File: src/logic/pfm_pkg.sv
// Shared constants for the upper port pin-function multiplexer.
package pfm_pkg;

   // ************************************************************
   // Register port geometry and map
   // ************************************************************
   localparam int unsigned ADDR_W = 3;
   localparam int unsigned DATA_W = 8;
   localparam logic [2:0] ADDR_DATA = 3'h0;
   localparam logic [2:0] ADDR_DIR = 3'h1;
   localparam logic [2:0] ADDR_PULL = 3'h2;
   localparam logic [2:0] ADDR_CONTROL_REGISTER_ZERO = 3'h3;
   localparam logic [2:0] ADDR_ANSEL = 3'h4;
   localparam logic [2:0] ADDR_PIN = 3'h5;

   // Reset values; a set direction bit makes the line an input.
   localparam logic [7:0] RST_DATA = 8'h00;
   localparam logic [7:0] RST_DIR = 8'h78;
   localparam logic [7:0] RST_PULL = 8'h00;
   localparam logic [7:0] RST_CONTROL_REGISTER_ZERO = 8'h00;
   localparam logic [7:0] RST_ANSEL = 8'h00;

   // Writable bits: lines three to six, one control bit each.
   localparam logic [7:0] MASK_IO = 8'h78;
   localparam logic [7:0] MASK_CONTROL_REGISTER_ZERO = 8'h01;
   localparam logic [7:0] MASK_ANSEL = 8'h01;
   localparam int unsigned BIT_PWM_SEL = 0;
   localparam int unsigned BIT_AN3_SEL = 0;

   // ************************************************************
   // Line numbers
   // ************************************************************
   localparam int unsigned LINE_INT = 3;
   localparam int unsigned LINE_PWM = 4;
   localparam int unsigned LINE_OSCILLATOR_PIN_TWO = 5;
   localparam int unsigned LINE_OSCILLATOR_PIN_ONE = 6;
   localparam int unsigned LINE_RES = 7;

   // ************************************************************
   // Configuration option word layout
   // ************************************************************
   localparam int unsigned CFG_W = 8;
   localparam int unsigned CFG_OSC_LSB = 0;
   localparam int unsigned CFG_RES_BIT = 2;
   localparam int unsigned CFG_WAKE_LSB = 3;
   localparam logic [7:0] RST_CFG = 8'h00;

   typedef enum logic [1:0] {
      PFM_OSC_RC_IO = 2'b00,
      PFM_OSC_XTAL = 2'b01,
      PFM_OSC_RC_PINS = 2'b10,
      PFM_OSC_ERC_IO = 2'b11
   } pfm_osc_t;

   // Internal RC frequency code per variant, fixed at build time.
   localparam int unsigned RC_FREQ_4_MHZ = 4;
   localparam int unsigned RC_FREQ_8_MHZ = 8;
   localparam int unsigned RC_FREQ_12_MHZ = 12;
   localparam logic [1:0] RC_CODE_4 = 2'h0;
   localparam logic [1:0] RC_CODE_8 = 2'h1;
   localparam logic [1:0] RC_CODE_12 = 2'h2;

   // Age counter ceiling, in cycles, after which pin history is valid.
   localparam logic [2:0] AGE_FULL = 3'h4;

endpackage

File: src/logic/pfm_mux.sv
// Pin-function multiplexer for port lines three to seven.
`timescale 1ns/1ns

// Summary of operation
// Selecting line three as analog input cuts its I/O, interrupt and pull-high.
// A direction bit per line makes it a push-pull output or a Schmitt input.
// A control register zero bit puts PWM on line four; it also clocks timer one.
// An option picks one of four oscillator uses of lines five and six.
// The internal RC frequency is fixed per variant at 4, 8 or 12 MHz.
// Line seven is input only, either active-low reset or a general input.
// Each line but seven may be a wake-up source by option.
// Each line but seven has a pull-high enable in the pull-high register.
module pfm_mux #(
   parameter logic TWO_TIMERS = 1'b1,
   parameter logic [1:0] RC_FREQ = pfm_pkg::RC_CODE_4
) (
   // Clock and reset
   input wire logic i_mclk,
   input wire logic i_nrst,
   // Register port
   input wire logic [2:0] i_addr,
   input wire logic [7:0] i_wdata,
   input wire logic i_wr,
   input wire logic i_rd,
   output logic [7:0] o_rdata,
   // Configuration options
   input wire logic [7:0] i_cfg,
   // Pads
   input wire logic [7:3] i_pin_in,
   output logic [6:3] o_pin_out,
   output logic [6:3] o_pin_oe,
   output logic [6:3] o_pull_en,
   // Peripheral hookups
   input wire logic i_pwm,
   input wire logic i_halt,
   output logic o_analog_three_sel,
   output logic o_int_in,
   output logic o_timer_one_clk,
   output logic o_wake,
   output logic o_reset_req_n,
   // Oscillator control
   output logic o_osc_xtal_en,
   output logic o_osc_erc_en,
   output logic o_osc_irc_en,
   output logic o_osc_irc_pins,
   output logic [1:0] o_rc_freq
);

   // ************************************************************
   // Elaboration checks
   // ************************************************************
   if (RC_FREQ > pfm_pkg::RC_CODE_12) begin : g_bad_freq
      $error("RC_FREQ must select 4, 8 or 12 MHz");
   end

   // ************************************************************
   // State
   // ************************************************************
   typedef struct packed {
      logic [7:0] data;
      logic [7:0] dir;
      logic [7:0] pull;
      logic [7:0] control_register_zero;
      logic [7:0] ansel;
      logic [7:0] rdata;
      logic [6:3] pin_out;
      logic [6:3] pin_oe;
      logic [6:3] pull_en;
      logic [7:3] pin_prev;
      logic [2:0] age;
      logic an3;
      logic int_in;
      logic timer_one_clock_input;
      logic wake;
      logic rst_n;
      logic xtal;
      logic erc;
      logic irc;
      logic irc_pins;
      logic [1:0] rc_freq;
   } pfm_mux_st_t;

   pfm_mux_st_t q;
   pfm_mux_st_t d;

   logic [7:3] pin_s;
   logic [7:0] cfg;
   logic cfg_valid;
   logic [1:0] cfg_osc;
   logic cfg_res;
   logic [6:3] cfg_wake;

   pfm_sync #(
      .WIDTH(5),
      .RST_VAL(5'h1F)
   ) u_sync (
      .i_mclk(i_mclk),
      .i_nrst(i_nrst),
      .i_async(i_pin_in),
      .o_sync(pin_s)
   );

   pfm_strap #(
      .WIDTH(pfm_pkg::CFG_W),
      .RST_VAL(pfm_pkg::RST_CFG)
   ) u_strap (
      .i_mclk(i_mclk),
      .i_nrst(i_nrst),
      .i_cfg(i_cfg),
      .o_cfg(cfg),
      .o_valid(cfg_valid)
   );

   assign cfg_osc = cfg[pfm_pkg::CFG_OSC_LSB +: 2];
   assign cfg_res = cfg[pfm_pkg::CFG_RES_BIT];
   assign cfg_wake = cfg[pfm_pkg::CFG_WAKE_LSB +: 4];

   // ************************************************************
   // Line ownership
   // ************************************************************
   // True where a line is plain digital I/O rather than an analog
   // or oscillator pin. Shared by drive, pull, read and wake.
   function automatic logic line_is_io(input int unsigned k,
                                       input logic [1:0] osc,
                                       input logic an3);
      logic r;
      r = 1'b1;
      if (k == pfm_pkg::LINE_INT) begin
         r = !an3;
      end else if (k == pfm_pkg::LINE_OSCILLATOR_PIN_TWO) begin
         r = (osc == pfm_pkg::PFM_OSC_RC_IO) ||
             (osc == pfm_pkg::PFM_OSC_ERC_IO);
      end else if (k == pfm_pkg::LINE_OSCILLATOR_PIN_ONE) begin
         r = (osc == pfm_pkg::PFM_OSC_RC_IO);
      end
      return r;
   endfunction

   // Masked register write: only the bits in mask change.
   function automatic logic [7:0] wmask(input logic [7:0] old,
                                        input logic [7:0] val,
                                        input logic [7:0] mask);
      return (old & ~mask) | (val & mask);
   endfunction

   // ************************************************************
   // Next-state logic
   // ************************************************************
   always_comb begin
      logic io;
      logic pwm_on;
      logic [7:0] view;
      io = 1'b0;
      pwm_on = q.control_register_zero[pfm_pkg::BIT_PWM_SEL];
      view = 8'h00;
      d = q;
      d.wake = 1'b0;
      d.rdata = 8'h00;
      d.pin_prev = pin_s;
      if (q.age != pfm_pkg::AGE_FULL) begin
         d.age = q.age + 3'h1;
      end

      // Register writes.
      if (i_wr) begin
         unique case (i_addr)
            pfm_pkg::ADDR_DATA: begin
               d.data = wmask(q.data, i_wdata, pfm_pkg::MASK_IO);
            end
            pfm_pkg::ADDR_DIR: begin
               d.dir = wmask(q.dir, i_wdata, pfm_pkg::MASK_IO);
            end
            pfm_pkg::ADDR_PULL: begin
               d.pull = wmask(q.pull, i_wdata, pfm_pkg::MASK_IO);
            end
            pfm_pkg::ADDR_CONTROL_REGISTER_ZERO: begin
               d.control_register_zero = wmask(q.control_register_zero, i_wdata, pfm_pkg::MASK_CONTROL_REGISTER_ZERO);
            end
            pfm_pkg::ADDR_ANSEL: begin
               d.ansel = wmask(q.ansel, i_wdata, pfm_pkg::MASK_ANSEL);
            end
            default: begin
            end
         endcase
      end

      // Pin view: lines not owned by I/O read as zero.
      for (int unsigned k = 3; k <= 6; k++) begin
         if (line_is_io(k, cfg_osc, q.an3)) begin
            view[k] = pin_s[k];
         end
      end
      if (!cfg_res) begin
         view[pfm_pkg::LINE_RES] = pin_s[pfm_pkg::LINE_RES];
      end

      // Register reads; unmapped addresses read zero.
      if (i_rd) begin
         unique case (i_addr)
            pfm_pkg::ADDR_DATA: d.rdata = q.data;
            pfm_pkg::ADDR_DIR: d.rdata = q.dir;
            pfm_pkg::ADDR_PULL: d.rdata = q.pull;
            pfm_pkg::ADDR_CONTROL_REGISTER_ZERO: d.rdata = q.control_register_zero;
            pfm_pkg::ADDR_ANSEL: d.rdata = q.ansel;
            pfm_pkg::ADDR_PIN: d.rdata = view;
            default: d.rdata = 8'h00;
         endcase
      end

      // Pad drive, pull-high and wake-up per line.
      d.an3 = q.ansel[pfm_pkg::BIT_AN3_SEL];
      for (int unsigned k = 3; k <= 6; k++) begin
         io = line_is_io(k, cfg_osc, q.an3);
         d.pin_oe[k] = io && !q.dir[k];
         d.pin_out[k] = q.data[k];
         d.pull_en[k] = io && q.pull[k];
         if (cfg_valid && i_halt && cfg_wake[k] && io &&
             (q.age == pfm_pkg::AGE_FULL) &&
             q.pin_prev[k] && !pin_s[k]) begin
            d.wake = 1'b1;
         end
      end
      // PWM takes the line whatever its direction bit says.
      if (pwm_on) begin
         d.pin_oe[pfm_pkg::LINE_PWM] = 1'b1;
         d.pin_out[pfm_pkg::LINE_PWM] = i_pwm;
      end
      d.timer_one_clock_input = TWO_TIMERS && pin_s[pfm_pkg::LINE_PWM];

      // An analog line holds the interrupt input idle high.
      d.int_in = q.an3 ? 1'b1 : pin_s[pfm_pkg::LINE_INT];
      d.rst_n = cfg_res ? pin_s[pfm_pkg::LINE_RES] : 1'b1;

      // Oscillator arrangement.
      d.xtal = (cfg_osc == pfm_pkg::PFM_OSC_XTAL);
      d.erc = (cfg_osc == pfm_pkg::PFM_OSC_ERC_IO);
      d.irc_pins = (cfg_osc == pfm_pkg::PFM_OSC_RC_PINS);
      d.irc = (cfg_osc == pfm_pkg::PFM_OSC_RC_IO) || d.irc_pins;
      d.rc_freq = RC_FREQ;
   end

   always_ff @(posedge i_mclk or negedge i_nrst) begin
      if (!i_nrst) begin
         q <= '{data: pfm_pkg::RST_DATA, dir: pfm_pkg::RST_DIR,
                pull: pfm_pkg::RST_PULL, control_register_zero: pfm_pkg::RST_CONTROL_REGISTER_ZERO,
                ansel: pfm_pkg::RST_ANSEL, rdata: 8'h00,
                pin_out: 4'h0, pin_oe: 4'h0, pull_en: 4'h0,
                pin_prev: 5'h1F, age: 3'h0, an3: 1'b0, int_in: 1'b1,
                timer_one_clock_input: 1'b0, wake: 1'b0, rst_n: 1'b1, xtal: 1'b0,
                erc: 1'b0, irc: 1'b0, irc_pins: 1'b0, rc_freq: 2'h0};
      end else begin
         q <= d;
      end
   end

   // ************************************************************
   // Outputs
   // ************************************************************
   assign o_rdata = q.rdata;
   assign o_pin_out = q.pin_out;
   assign o_pin_oe = q.pin_oe;
   assign o_pull_en = q.pull_en;
   assign o_analog_three_sel = q.an3;
   assign o_int_in = q.int_in;
   assign o_timer_one_clk = q.timer_one_clock_input;
   assign o_wake = q.wake;
   assign o_reset_req_n = q.rst_n;
   assign o_osc_xtal_en = q.xtal;
   assign o_osc_erc_en = q.erc;
   assign o_osc_irc_en = q.irc;
   assign o_osc_irc_pins = q.irc_pins;
   assign o_rc_freq = q.rc_freq;
endmodule

File: src/logic/pfm_sync.sv
// Two-stage synchroniser for pin levels entering the system clock.
`timescale 1ns/1ns
module pfm_sync #(
   parameter int unsigned WIDTH = 5,
   parameter logic [WIDTH-1:0] RST_VAL = '0
) (
   // Clock and reset
   input wire logic i_mclk,
   input wire logic i_nrst,
   // Levels
   input wire logic [WIDTH-1:0] i_async,
   output logic [WIDTH-1:0] o_sync
);

   typedef struct packed {
      logic [WIDTH-1:0] s1;
      logic [WIDTH-1:0] s2;
   } pfm_sync_st_t;

   pfm_sync_st_t q;
   pfm_sync_st_t d;

   always_comb begin
      d = q;
      d.s1 = i_async;
      d.s2 = q.s1;
   end

   always_ff @(posedge i_mclk or negedge i_nrst) begin
      if (!i_nrst) begin
         q <= {RST_VAL, RST_VAL};
      end else begin
         q <= d;
      end
   end

   assign o_sync = q.s2;

endmodule

File: src/logic/pfm_strap.sv
// Captures the configuration option word once after reset release.
`timescale 1ns/1ns
module pfm_strap #(
   parameter int unsigned WIDTH = 8,
   parameter logic [WIDTH-1:0] RST_VAL = '0
) (
   // Clock and reset
   input wire logic i_mclk,
   input wire logic i_nrst,
   // Option word
   input wire logic [WIDTH-1:0] i_cfg,
   output logic [WIDTH-1:0] o_cfg,
   output logic o_valid
);

   typedef struct packed {
      logic loaded;
      logic [WIDTH-1:0] val;
   } pfm_strap_st_t;

   pfm_strap_st_t q;
   pfm_strap_st_t d;

   // The options are fixed in the part, so a later change is ignored.
   always_comb begin
      d = q;
      if (!q.loaded) begin
         d.val = i_cfg;
         d.loaded = 1'b1;
      end
   end

   always_ff @(posedge i_mclk or negedge i_nrst) begin
      if (!i_nrst) begin
         q <= {1'b0, RST_VAL};
      end else begin
         q <= d;
      end
   end

   assign o_cfg = q.val;
   assign o_valid = q.loaded;

endmodule

File: config.mk
export PLATFORM = sky130hd
export DESIGN_NAME = pfm_mux
export DESIGN_NICKNAME = d
export VERILOG_FILES = /design/src/logic/pfm_pkg.sv /design/src/logic/pfm_mux.sv /design/src/logic/pfm_sync.sv /design/src/logic/pfm_strap.sv
export SDC_FILE = /design/constraint.sdc
export NUM_CORES = 1
export LEC_CHECK = 0
export BUFFER_PORTS_ARGS = -buffer_cell sky130_fd_sc_hd__buf_2
export CAP_MARGIN = 20
export CORE_ASPECT_RATIO = 2
export CORE_MARGIN = 1.5
export CORE_UTILIZATION = 50
export DETAILED_ROUTE_END_ITERATION = 10
export GPL_TIMING_DRIVEN = 0
export PLACE_DENSITY = 0.77
export SLEW_MARGIN = 20
export SYNTH_ARGS = -nofsm -noshare
export SYNTH_HDL_FRONTEND = slang
export SYNTH_SLANG_ARGS = --single-unit
File: constraint.sdc
create_clock -name i_mclk -period 1.83 [get_ports i_mclk]
set_input_delay 0.0915 -clock i_mclk [delete_from_list [all_inputs] [get_ports i_mclk]]
set_output_delay 0.0915 -clock i_mclk [all_outputs]
set_load 0.05 [all_outputs]
==> flow_summary.ini, run 1 <==
[run_status]
status = complete, no violations

[yosys]
synth_common_cells = dfrtp_1, buf_4, mux2_2, dfstp_2, nor2_1
yosys_warnings = 0
yosysTopAreaCellShare = 0.4440
yosysSeqAreaShare = 0.6424
synth_edf_count = 0
ys.flop_type = dfrtp_1
synthTopCellsByArea = dfrtp_1, dfstp_2, mux2_2, buf_4, ha_1
synthArstFlopShare = 1.000
syn_area_per_cell_um2 = 14.32
synth_seq_cells = 67
synth_cell_types = 34
yosys.cell_count.top_type = dfrtp_1
syn_inst = 185
synthesis.area_um2 = 2649
synth_area_leader_cell = dfrtp_1

[floorplanning]
die_h_um = 105.9
die_x_um = 54.47
io_pins = 61
coreArea_um2 = 5139
start_util = 0.5155
num_rows = 37
dieArea_um2 = 5769

[drt]
drcViolationCount = 0
ant_nets = 0
wire_per_inst_um = 13.18
viasPerCell = 4.694
drt_iter0_markers = 38
dr.pass1.iters = 4
vias = 1563
wl_um = 4389

[clock_tree]
cts_resized = 0
cts.sinks = 67
cts_tree = built
cts_htree_levels = 3
cts_buffer_depth = 2
clockRootBuffer = clkbuf_8
clock_latency_ns = 0.34
cts.clk_slew.worst_paths_ns = 0.07
cts_made_buffers = 9

[timing]
skew_ns = 0.003802
relSlewSlack = 0.6715
drv_slew = 0
hold_viol = 0
tightest_slew_ns = 0.4861
min_period_over_period = 0.7138
setup-violations-final = 0
rsz0062_at_grt = no
finalHoldWorstSlack_ns = 0.02735
timing.setup.tns_ns = 0
period_needed_ns = 1.306
max_freq_mhz = 765.5

[power]
p_leak_nw = 1.636
vdd_drop_max_mv = 1.059
total_power_mw = 3.683
power_density_nw_per_um2 = 1087

[grt]
antenna_found_initial = 0
grt_max_degree = 52
grt_pass1_wl_um = 6962
grt_pass1_vias = 1515
grt-ovfl-total = 0
grtUsageTotal = 0.1796

[setup_path]
required_ns = 2.05
path_class = register to register
critPathMaxFanout = 5
arrival_ns = 1.53
end_kind = register
cp-start-kind = register
r2r_cells = 5

[finish]
antenna_cells = 0
nNetsFinal = 306
area_delta_synth_final_pct = 27.92
drive_gt1_frac = 0.5164

[placed_design]
hpwlAfterDp_um = 3032
gp_congestion = 0.7237
port_buffers = 52

[min_path]
min_delay_path_depth = 2
min_path_type = input port to register

[flow_run]
cap_violations = 0
report_power, final:
group	switching, mW	leakage (nW)	internal [mW]	total [mW]
clock	0.545	0.0843	0.524	1.07
combinational	0.498	0.762	0.320	0.818
sequential	0.101	0.790	1.70	1.80
total	1.14	1.64	2.54	3.68
critical path, stage by stage (launching register included):
cell and delay [ns]:
dfrtp_1 0.40, inv_1 0.08, ha_1 0.25, and4b_1 0.19, a31oi_1 0.17, a31oi_1 0.11
final cells by class:
type / count / area, µm²
Fill cell: 401 / 1750
Sequential cell: 67 / 1702
Multi-Input combinational cell: 89 / 733.2
Timing Repair Buffer: 72 / 480.5
Buffer: 26 / 202.7
Clock buffer: 10 / 137.6
Tap cell: 58 / 72.57
Clock inverter: 6 / 41.29
Inverter: 5 / 18.77
layout by cell type (no fill, tap or decap), types with 2 or more instances in the layout:
master | netlist | routed
buf_2 | 0 | 51
dfrtp_1 | 47 | 47
buf_4 | 22 | 23
mux2_2 | 22 | 22
dfstp_2 | 20 | 20
dlygate4sd3_1 | 0 | 19
nor2_1 | 10 | 10
clkbuf_8 | 0 | 10
nand2_1 | 8 | 8
ha_1 | 6 | 6
mux2i_1 | 5 | 5
inv_1 | 5 | 5
nand2b_1 | 4 | 4
conb_1 | 2 | 4
buf_6 | 3 | 3
o221ai_1 | 3 | 3
nor2b_1 | 3 | 3
clkinvlp_4 | 0 | 3
nand2b_4 | 2 | 2
and2_1 | 2 | 2
nand4b_1 | 2 | 2
nand3_1 | 2 | 2
a31oi_1 | 2 | 2
clkinv_2 | 0 | 2
cell families (layout without fill, tap and decap cells):
| family | Yosys count | count (layout) | synth area share |
|---|---|---|---|
| AOI/OAI and AO/OA | 8 | 8 | 0.02267 |
| xor gates and xnor gates | 1 | 1 | 0.003307 |
| adders and majority gates | 6 | 6 | 0.02834 |
| buffers and inverters | 31 | 119 | 0.08361 |
| DFF | 67 | 67 | 0.6424 |
| muxes | 27 | 27 | 0.1124 |
| other | 2 | 4 | 0.002835 |
| and+or+nand+nor | 43 | 43 | 0.1044 |
worst paths after layout:
path | startpoint | end | slack (ns)
worst max-delay path | u_strap.o_cfg[0] | o_wake | 0.52
worst min-delay path | i_wdata[6] | q[61] | 0.03
worst max register to register | u_strap.o_cfg[0] | o_wake | 0.52
worst min register to register | u_sync.d[1] | u_sync.o_sync[1] | 0.35
max in group asynchronous | i_nrst | q[67] | 1.11
min in group asynchronous | i_nrst | d[30] | 0.15
routing by layer:
metal  track usage  up-vias  share of wire
li1              -      764              -
met1        0.1878      739           0.37
met2        0.2909       45           0.55
met3       0.05478       15          0.044
met4        0.1214        0          0.038
met5             0        -              0
sequential cells by signal, summed over array words and instances (netlist names):
register / flops
q: 16
o_rdata: 7
u_strap.o_cfg: 7
d: 5
u_sync.d: 5
u_sync.o_sync: 5
o_pin_oe: 4
o_pin_out: 4
o_pull_en: 4
o_analog_three_sel: 1
o_int_in: 1
o_osc_erc_en: 1
o_osc_irc_en: 1
o_osc_irc_pins: 1
o_osc_xtal_en: 1
o_reset_req_n: 1
o_timer_one_clk: 1
o_wake: 1
u_strap.o_valid: 1
stage by stage:
stage          instance area (µm²)  cells  utilization  worst slack, ns
4_1_cts                       3388    333       0.6594           0.4854
3_5_place_dp                  3019    298       0.5875           0.4929
6_report                      3388    333       0.6594           0.5237
3_3_place_gp                  2989    297       0.5817           0.4514
2_1_floorplan                 2656    187            -           0.6852
5_1_grt                       3388    333       0.6594           0.4555
repair_timing:
| action | CTS | global route |
|---|---|---|
| hold buffers | 19 | 0 |
| endpoints found under the setup margin | 0 | 0 |
| hold endpoints to repair | 73 | 0 |
| buffers inserted | 0 | 0 |
Power figures use the tool's default switching activity.
==> run 2, diff against run 1 <==
- clock period: 1.83 -> 1.29 ns (I/O delays scaled with it)
==> run 2 against run 1 <==
Compared with the run above: maximum frequency rose by 5.6%; critical path depth unchanged; sequential share of layout area decreased by 0.59 points; largest power group unchanged; cell count rose by 0.90%; critical path type unchanged; global-route usage increased by 0.59 points; combinational power grew 45%; clock skew shrank 0.00085 ns.
==> flow_summary.ini, run 2 (same netlist as run 1, synthesis figures left out) <==
[finish]
largest_register_ffs = 16
instances_no_fill = 336
layout_common_cells = buf_2, dfrtp_1, buf_4
antenna_cells = 0
drive_gt1_frac = 0.5180
final_core_util = 0.6672
final_area_um2 = 3428
area_delta_synth_final_pct = 29.43
final_common_cell = buf_2
largest_register = q
nFillCells = 397
regArea_um2 = 1702
nNetsFinal = 309
multiInputGateArea_um2 = 745.7

[run_status]
status = complete, no violations

[setup_path]
critPathMostFrequentCell = a31oi_1
path_cells = inv_1 > ha_4 > nor2_1 > a31oi_1 > a31oi_1
slowest_stage = dfrtp_1
slowest_delay_ns = 0.39
worstSetupPathDepth = 5
r2r-start = u_strap.o_cfg[1]
r2r-end = o_wake
crit_end = o_wake
path_delay_family = flip-flops
worst-path-buf-inv = 1
r2r_cells = 5
arrival_ns = 1.46
critPathMaxFanout = 4
end_kind = register
required_ns = 1.51
reg2reg_slack_ns = 0.05
cp-start-kind = register
startpoint = u_strap.o_cfg[1]
path_class = register to register

[drt]
ant_nets = 0
wl_um = 4532
drcViolationCount = 0
wire_per_inst_um = 13.49
drt_iter0_markers = 30
viasPerCell = 4.714
dr.pass1.iters = 4
vias = 1584

[clock_tree]
clockRootBuffer = clkbuf_8
cts_made_buffers = 9
cts_tree = built
cts_buffer_depth = 2
clock_latency_ns = 0.34
cts.sinks = 67
cts.clk_slew.worst_paths_ns = 0.07
cts_htree_levels = 3

[floorplanning]
start_util = 0.5155
die_x_um = 54.47
io_pins = 61
die_h_um = 105.9
num_rows = 37
dieArea_um2 = 5769
coreArea_um2 = 5139

[timing]
period_needed_ns = 1.237
rsz0062_at_grt = no
setup-violations-final = 0
fin_ws_ns = 0.05292
hold_viol = 0
tightest_slew_ns = 0.4910
finalHoldWorstSlack_ns = 0.03262
drv_slew = 0
min_period_over_period = 0.9590
timing.setup.tns_ns = 0
relSlewSlack = 0.6682
max_freq_mhz = 808.4
skew_ns = 0.002953

[placed_design]
hpwlAfterDp_um = 3032
gp_congestion = 0.7237
dpl.cell_count = 298
port_buffers = 52
dpl_worst_slack_ns = -0.04714
place_area_um2 = 3019

[grt]
grt-ovfl-total = 0
antenna_found_initial = 0
grt_max_degree = 52
grt_pass1_vias = 1559
grtUsageTotal = 0.1855
grt_pass1_wl_um = 7203

[power]
p_leak_nw = 1.649
vdd_drop_max_mv = 1.511
total_power_mw = 5.252
power_density_nw_per_um2 = 1532

[min_path]
min_path_type = input port to register

[flow_run]
cap_violations = 0
## run 2: worst min-delay path by stage
stage                           start     endpoint  slack, ns  cells after the start
final                       i_addr[2]   o_rdata[0]       0.03                      3
after detailed placement       i_nrst   o_rdata[2]      -0.05                      1
after global routing        i_addr[2]   o_rdata[0]       0.05                      3
after global placement    i_pin_in[4]  u_sync.d[1]       0.17                      1
after floorplan                i_nrst        d[10]      -0.23                      0
after CTS                   i_addr[2]   o_rdata[0]       0.01                      3
## run 2: repair_timing
| item | CTS | global route |
|---|---|---|
| setup buffers | 1 | 0 |
| hold endpoints to repair | 79 | 0 |
| endpoints found under the setup margin | 1 | 0 |
| resized for setup | 2 | 0 |
| hold buffers | 21 | 0 |
## run 2: metal layers
metal  track usage  up-vias  part of all wire
met1        0.1957      748              0.36
met5             0        -                 0
met3       0.05478       15             0.041
li1              -      774                 -
met2        0.3021       47              0.56
met4        0.1214        0             0.036
## run 2: worst register-to-register path, delay by kind of cell (launching register included)
kind | cells | cell delay (ns)
compound gates | 2 | 0.31
buf+inv | 1 | 0.10
fa+ha+maj | 1 | 0.28
flops | 1 | 0.39
simple gates | 1 | 0.04
## run 2: where the power goes
group,switching (mW),internal (mW)
logic,0.716,0.469
registers,0.143,2.41
clock network,0.775,0.743
## run 2: cell type report
cell class,instances,share of cell area
Clock inverter,6,0.01204
Inverter,5,0.005474
Timing Repair Buffer,75,0.1482
Clock buffer,10,0.04015
Sequential cell,67,0.4963
Tap cell,58,0.02117
Buffer,26,0.05912
Multi-Input combinational cell,89,0.2175
==> run 3, diff against run 2 <==
- ABC_AREA: unset -> 1
==> run 3 against run 2 <==
Compared with the run above: largest cell class unchanged; critical path depth rose by 2; worst setup slack better by 0.029 ns; total power shrank 2.4%; critical path type unchanged; sequential cell count stayed put; critical endpoint unchanged; first-iteration DRC count grew 23%; cell area grew 0.15%; maximum frequency rose by 2.4%; sequential share of layout area down 0.072 points.
==> flow_summary.ini, run 3 <==
[clock_tree]
clock_latency_ns = 0.34
cts.sinks = 67
cts_buffer_depth = 2
clockRootBuffer = clkbuf_8
cts_htree_levels = 3
cts_made_buffers = 9
cts.clk_slew.worst_paths_ns = 0.07
cts_tree = built

[finish]
largest_register = q
nFillCells = 420
multiInputGateArea_um2 = 732.0
drive_gt1_frac = 0.4212
nNetsFinal = 361
layout_common_cells = buf_2, dfrtp_1, nand2_1
largest_register_ffs = 16
area_delta_synth_final_pct = 28.95
antenna_cells = 0
final_core_util = 0.6681
regArea_um2 = 1702
final_common_cell = buf_2

[grt]
grt_pass1_wl_um = 8211
grt-ovfl-total = 0
grt_max_degree = 37
grtUsageTotal = 0.2011
grt_pass1_vias = 1848
antenna_found_initial = 0

[floorplanning]
num_rows = 37
coreArea_um2 = 5139
die_h_um = 106.2
die_x_um = 54.60
start_util = 0.5181
io_pins = 61
dieArea_um2 = 5799

[power]
internal-power_mw = 3.545
seqPwrFrac = 0.490
vdd_drop_max_mv = 1.207
clkPwrFrac = 0.298
power_density_nw_per_um2 = 1493
p_leak_nw = 1.785
combPwrFrac = 0.212
net-switching-power_mw = 1.580
netSwitchingFraction = 0.3083

[yosys]
syn_area_per_cell_um2 = 11.23
ys.flop_type = dfrtp_1
synthArstFlopShare = 1.000
syn_inst = 237
synth_common_cells = dfrtp_1, nand2_1, buf_4, nand3_1, nor2_1
yosysSeqAreaShare = 0.6391
yosysTopAreaCellShare = 0.4417
synth_seq_cells = 67
synth_edf_count = 0
synth_area_leader_cell = dfrtp_1
yosys_warnings = 0
yosys.cell_count.top_type = dfrtp_1
synth_cell_types = 26
synthTopCellsByArea = dfrtp_1, dfstp_2, buf_4, nand2_1, nand3_1
synthesis.area_um2 = 2663

[drt]
highest_layer = met4
ant_nets = 0
wl_met1_um = 1784
dr_wl_met2_um = 2947
wl_um = 5052
drt_iter0_markers = 37
wire_per_inst_um = 13.02
viasPerCell = 4.784
dr.pass1.iters = 6
drcViolationCount = 0
vias = 1856
route.met3.wl_um = 212

[setup_path]
r2r-end = o_wake
path_class = register to register
end_kind = register
arrival_ns = 1.44
required_ns = 1.53
cp-start-kind = register
startpoint = u_strap.o_cfg[1]
critPathMaxFanout = 3
r2r-start = u_strap.o_cfg[1]
reg2reg_slack_ns = 0.08
crit_end = o_wake
r2r_cells = 7

[min_path]
min_path_type = input port to register

[timing]
setup-violations-final = 0
period_needed_ns = 1.208
min_period_over_period = 0.9363
rsz0062_at_grt = yes
max_freq_mhz = 828.0
drv_slew = 0
finalHoldWorstSlack_ns = 0.01308
timing.setup.tns_ns = 0
skew_ns = 0.007217
hold_viol = 0

[placed_design]
port_buffers = 53
gp_congestion = 0.8045
hpwlAfterDp_um = 3445

[flow_run]
cap_violations = 0

[run_status]
status = complete, no violations
-- run 3: cell types whose count changed after synthesis, sizes merged, moves of 6 or more --
cell and delta:
mux2 -17, inv +18, o21ai +14, nand3 +22, nand2 +28, nor2 +14
nand2b -6
-- run 3: logic make-up after synthesis --
family | count (synthesis) | share of synthesized area
fa+ha+maj | 6 | 0.02819
flops | 67 | 0.6391
buf+inv | 47 | 0.09821
compound gates | 18 | 0.03524
simple gates | 90 | 0.1687
other cells | 2 | 0.002821
xor+xnor | 2 | 0.006580
mux | 5 | 0.02115
-- run 3: area by class of cell --
cell class	count	area share
buffer	24	0.05102
clock inverter	4	0.007289
sequential	67	0.4956
tap	58	0.02114
inverter	23	0.02515
clock buffer	12	0.04519
timing repair buffer	75	0.1414
multi-input combinational	125	0.2132
-- run 3: stage by stage --
step           setup slack, ns  cell area (µm²)  cells  total power, mW
6_report               0.08221             3433    388            5.125
5_1_grt               -0.03848             3433    388            5.375
4_1_cts                0.04030             3386    383            5.135
3_5_place_dp          -0.08109             3030    351            3.554
3_3_place_gp          -0.07030             3008    350            3.515
2_1_floorplan           0.1532             2670    239            3.261
-- run 3: what timing repair did --
item | in CTS | in global routing
endpoints found under the setup margin | 2 | 2
cloned | 0 | 0
pin swaps | 0 | 4
hold buffers | 16 | 0
hold endpoints to repair | 47 | 0
buffers inserted | 0 | 5
gates resized for setup | 4 | 3
-- run 3: worst min path at each step --
| stage | depth (start not counted) | start | slack (ns) | endpoint |
|---|---|---|---|---|
| after floorplan | 0 | i_nrst | -0.23 | d[10] |
| after CTS | 3 | i_wdata[4] | 0.005 | q[67] |
| after global placement | 1 | i_pin_in[3] | 0.17 | u_sync.d[0] |
| after global routing | 3 | i_wdata[3] | 0.02 | q[58] |
| after detailed placement | 1 | i_nrst | 0.03 | o_rdata[2] |
| final | 3 | i_wdata[4] | 0.01 | q[67] |
-- run 3: worst max-delay path, cell delays in order (launching register included) --
cell and delay (ns):
dfrtp_1 0.42, inv_2 0.08, ha_4 0.30, nor2_1 0.05
nand3_1 0.06, nand2_1 0.05, nor2_1 0.10, nor2_1 0.04
-- run 3: per-layer routing --
layer	global-route usage	vias to the layer above
met5	0	-
met4	0.1161	0
met3	0.05056	7
met2	0.3299	54
met1	0.2219	890
li1	-	905
-- run 3: power groups by stage --
stage / clock (mW) / combinational [mW] / sequential [mW]
global route: 1.66 / 1.17 / 2.54
detailed placement: 0 / 1.01 / 2.54
floorplan: 0 / 0.657 / 2.60
finish: 1.53 / 1.08 / 2.51
CTS: 1.56 / 1.06 / 2.51
global placement: 0 / 0.980 / 2.54
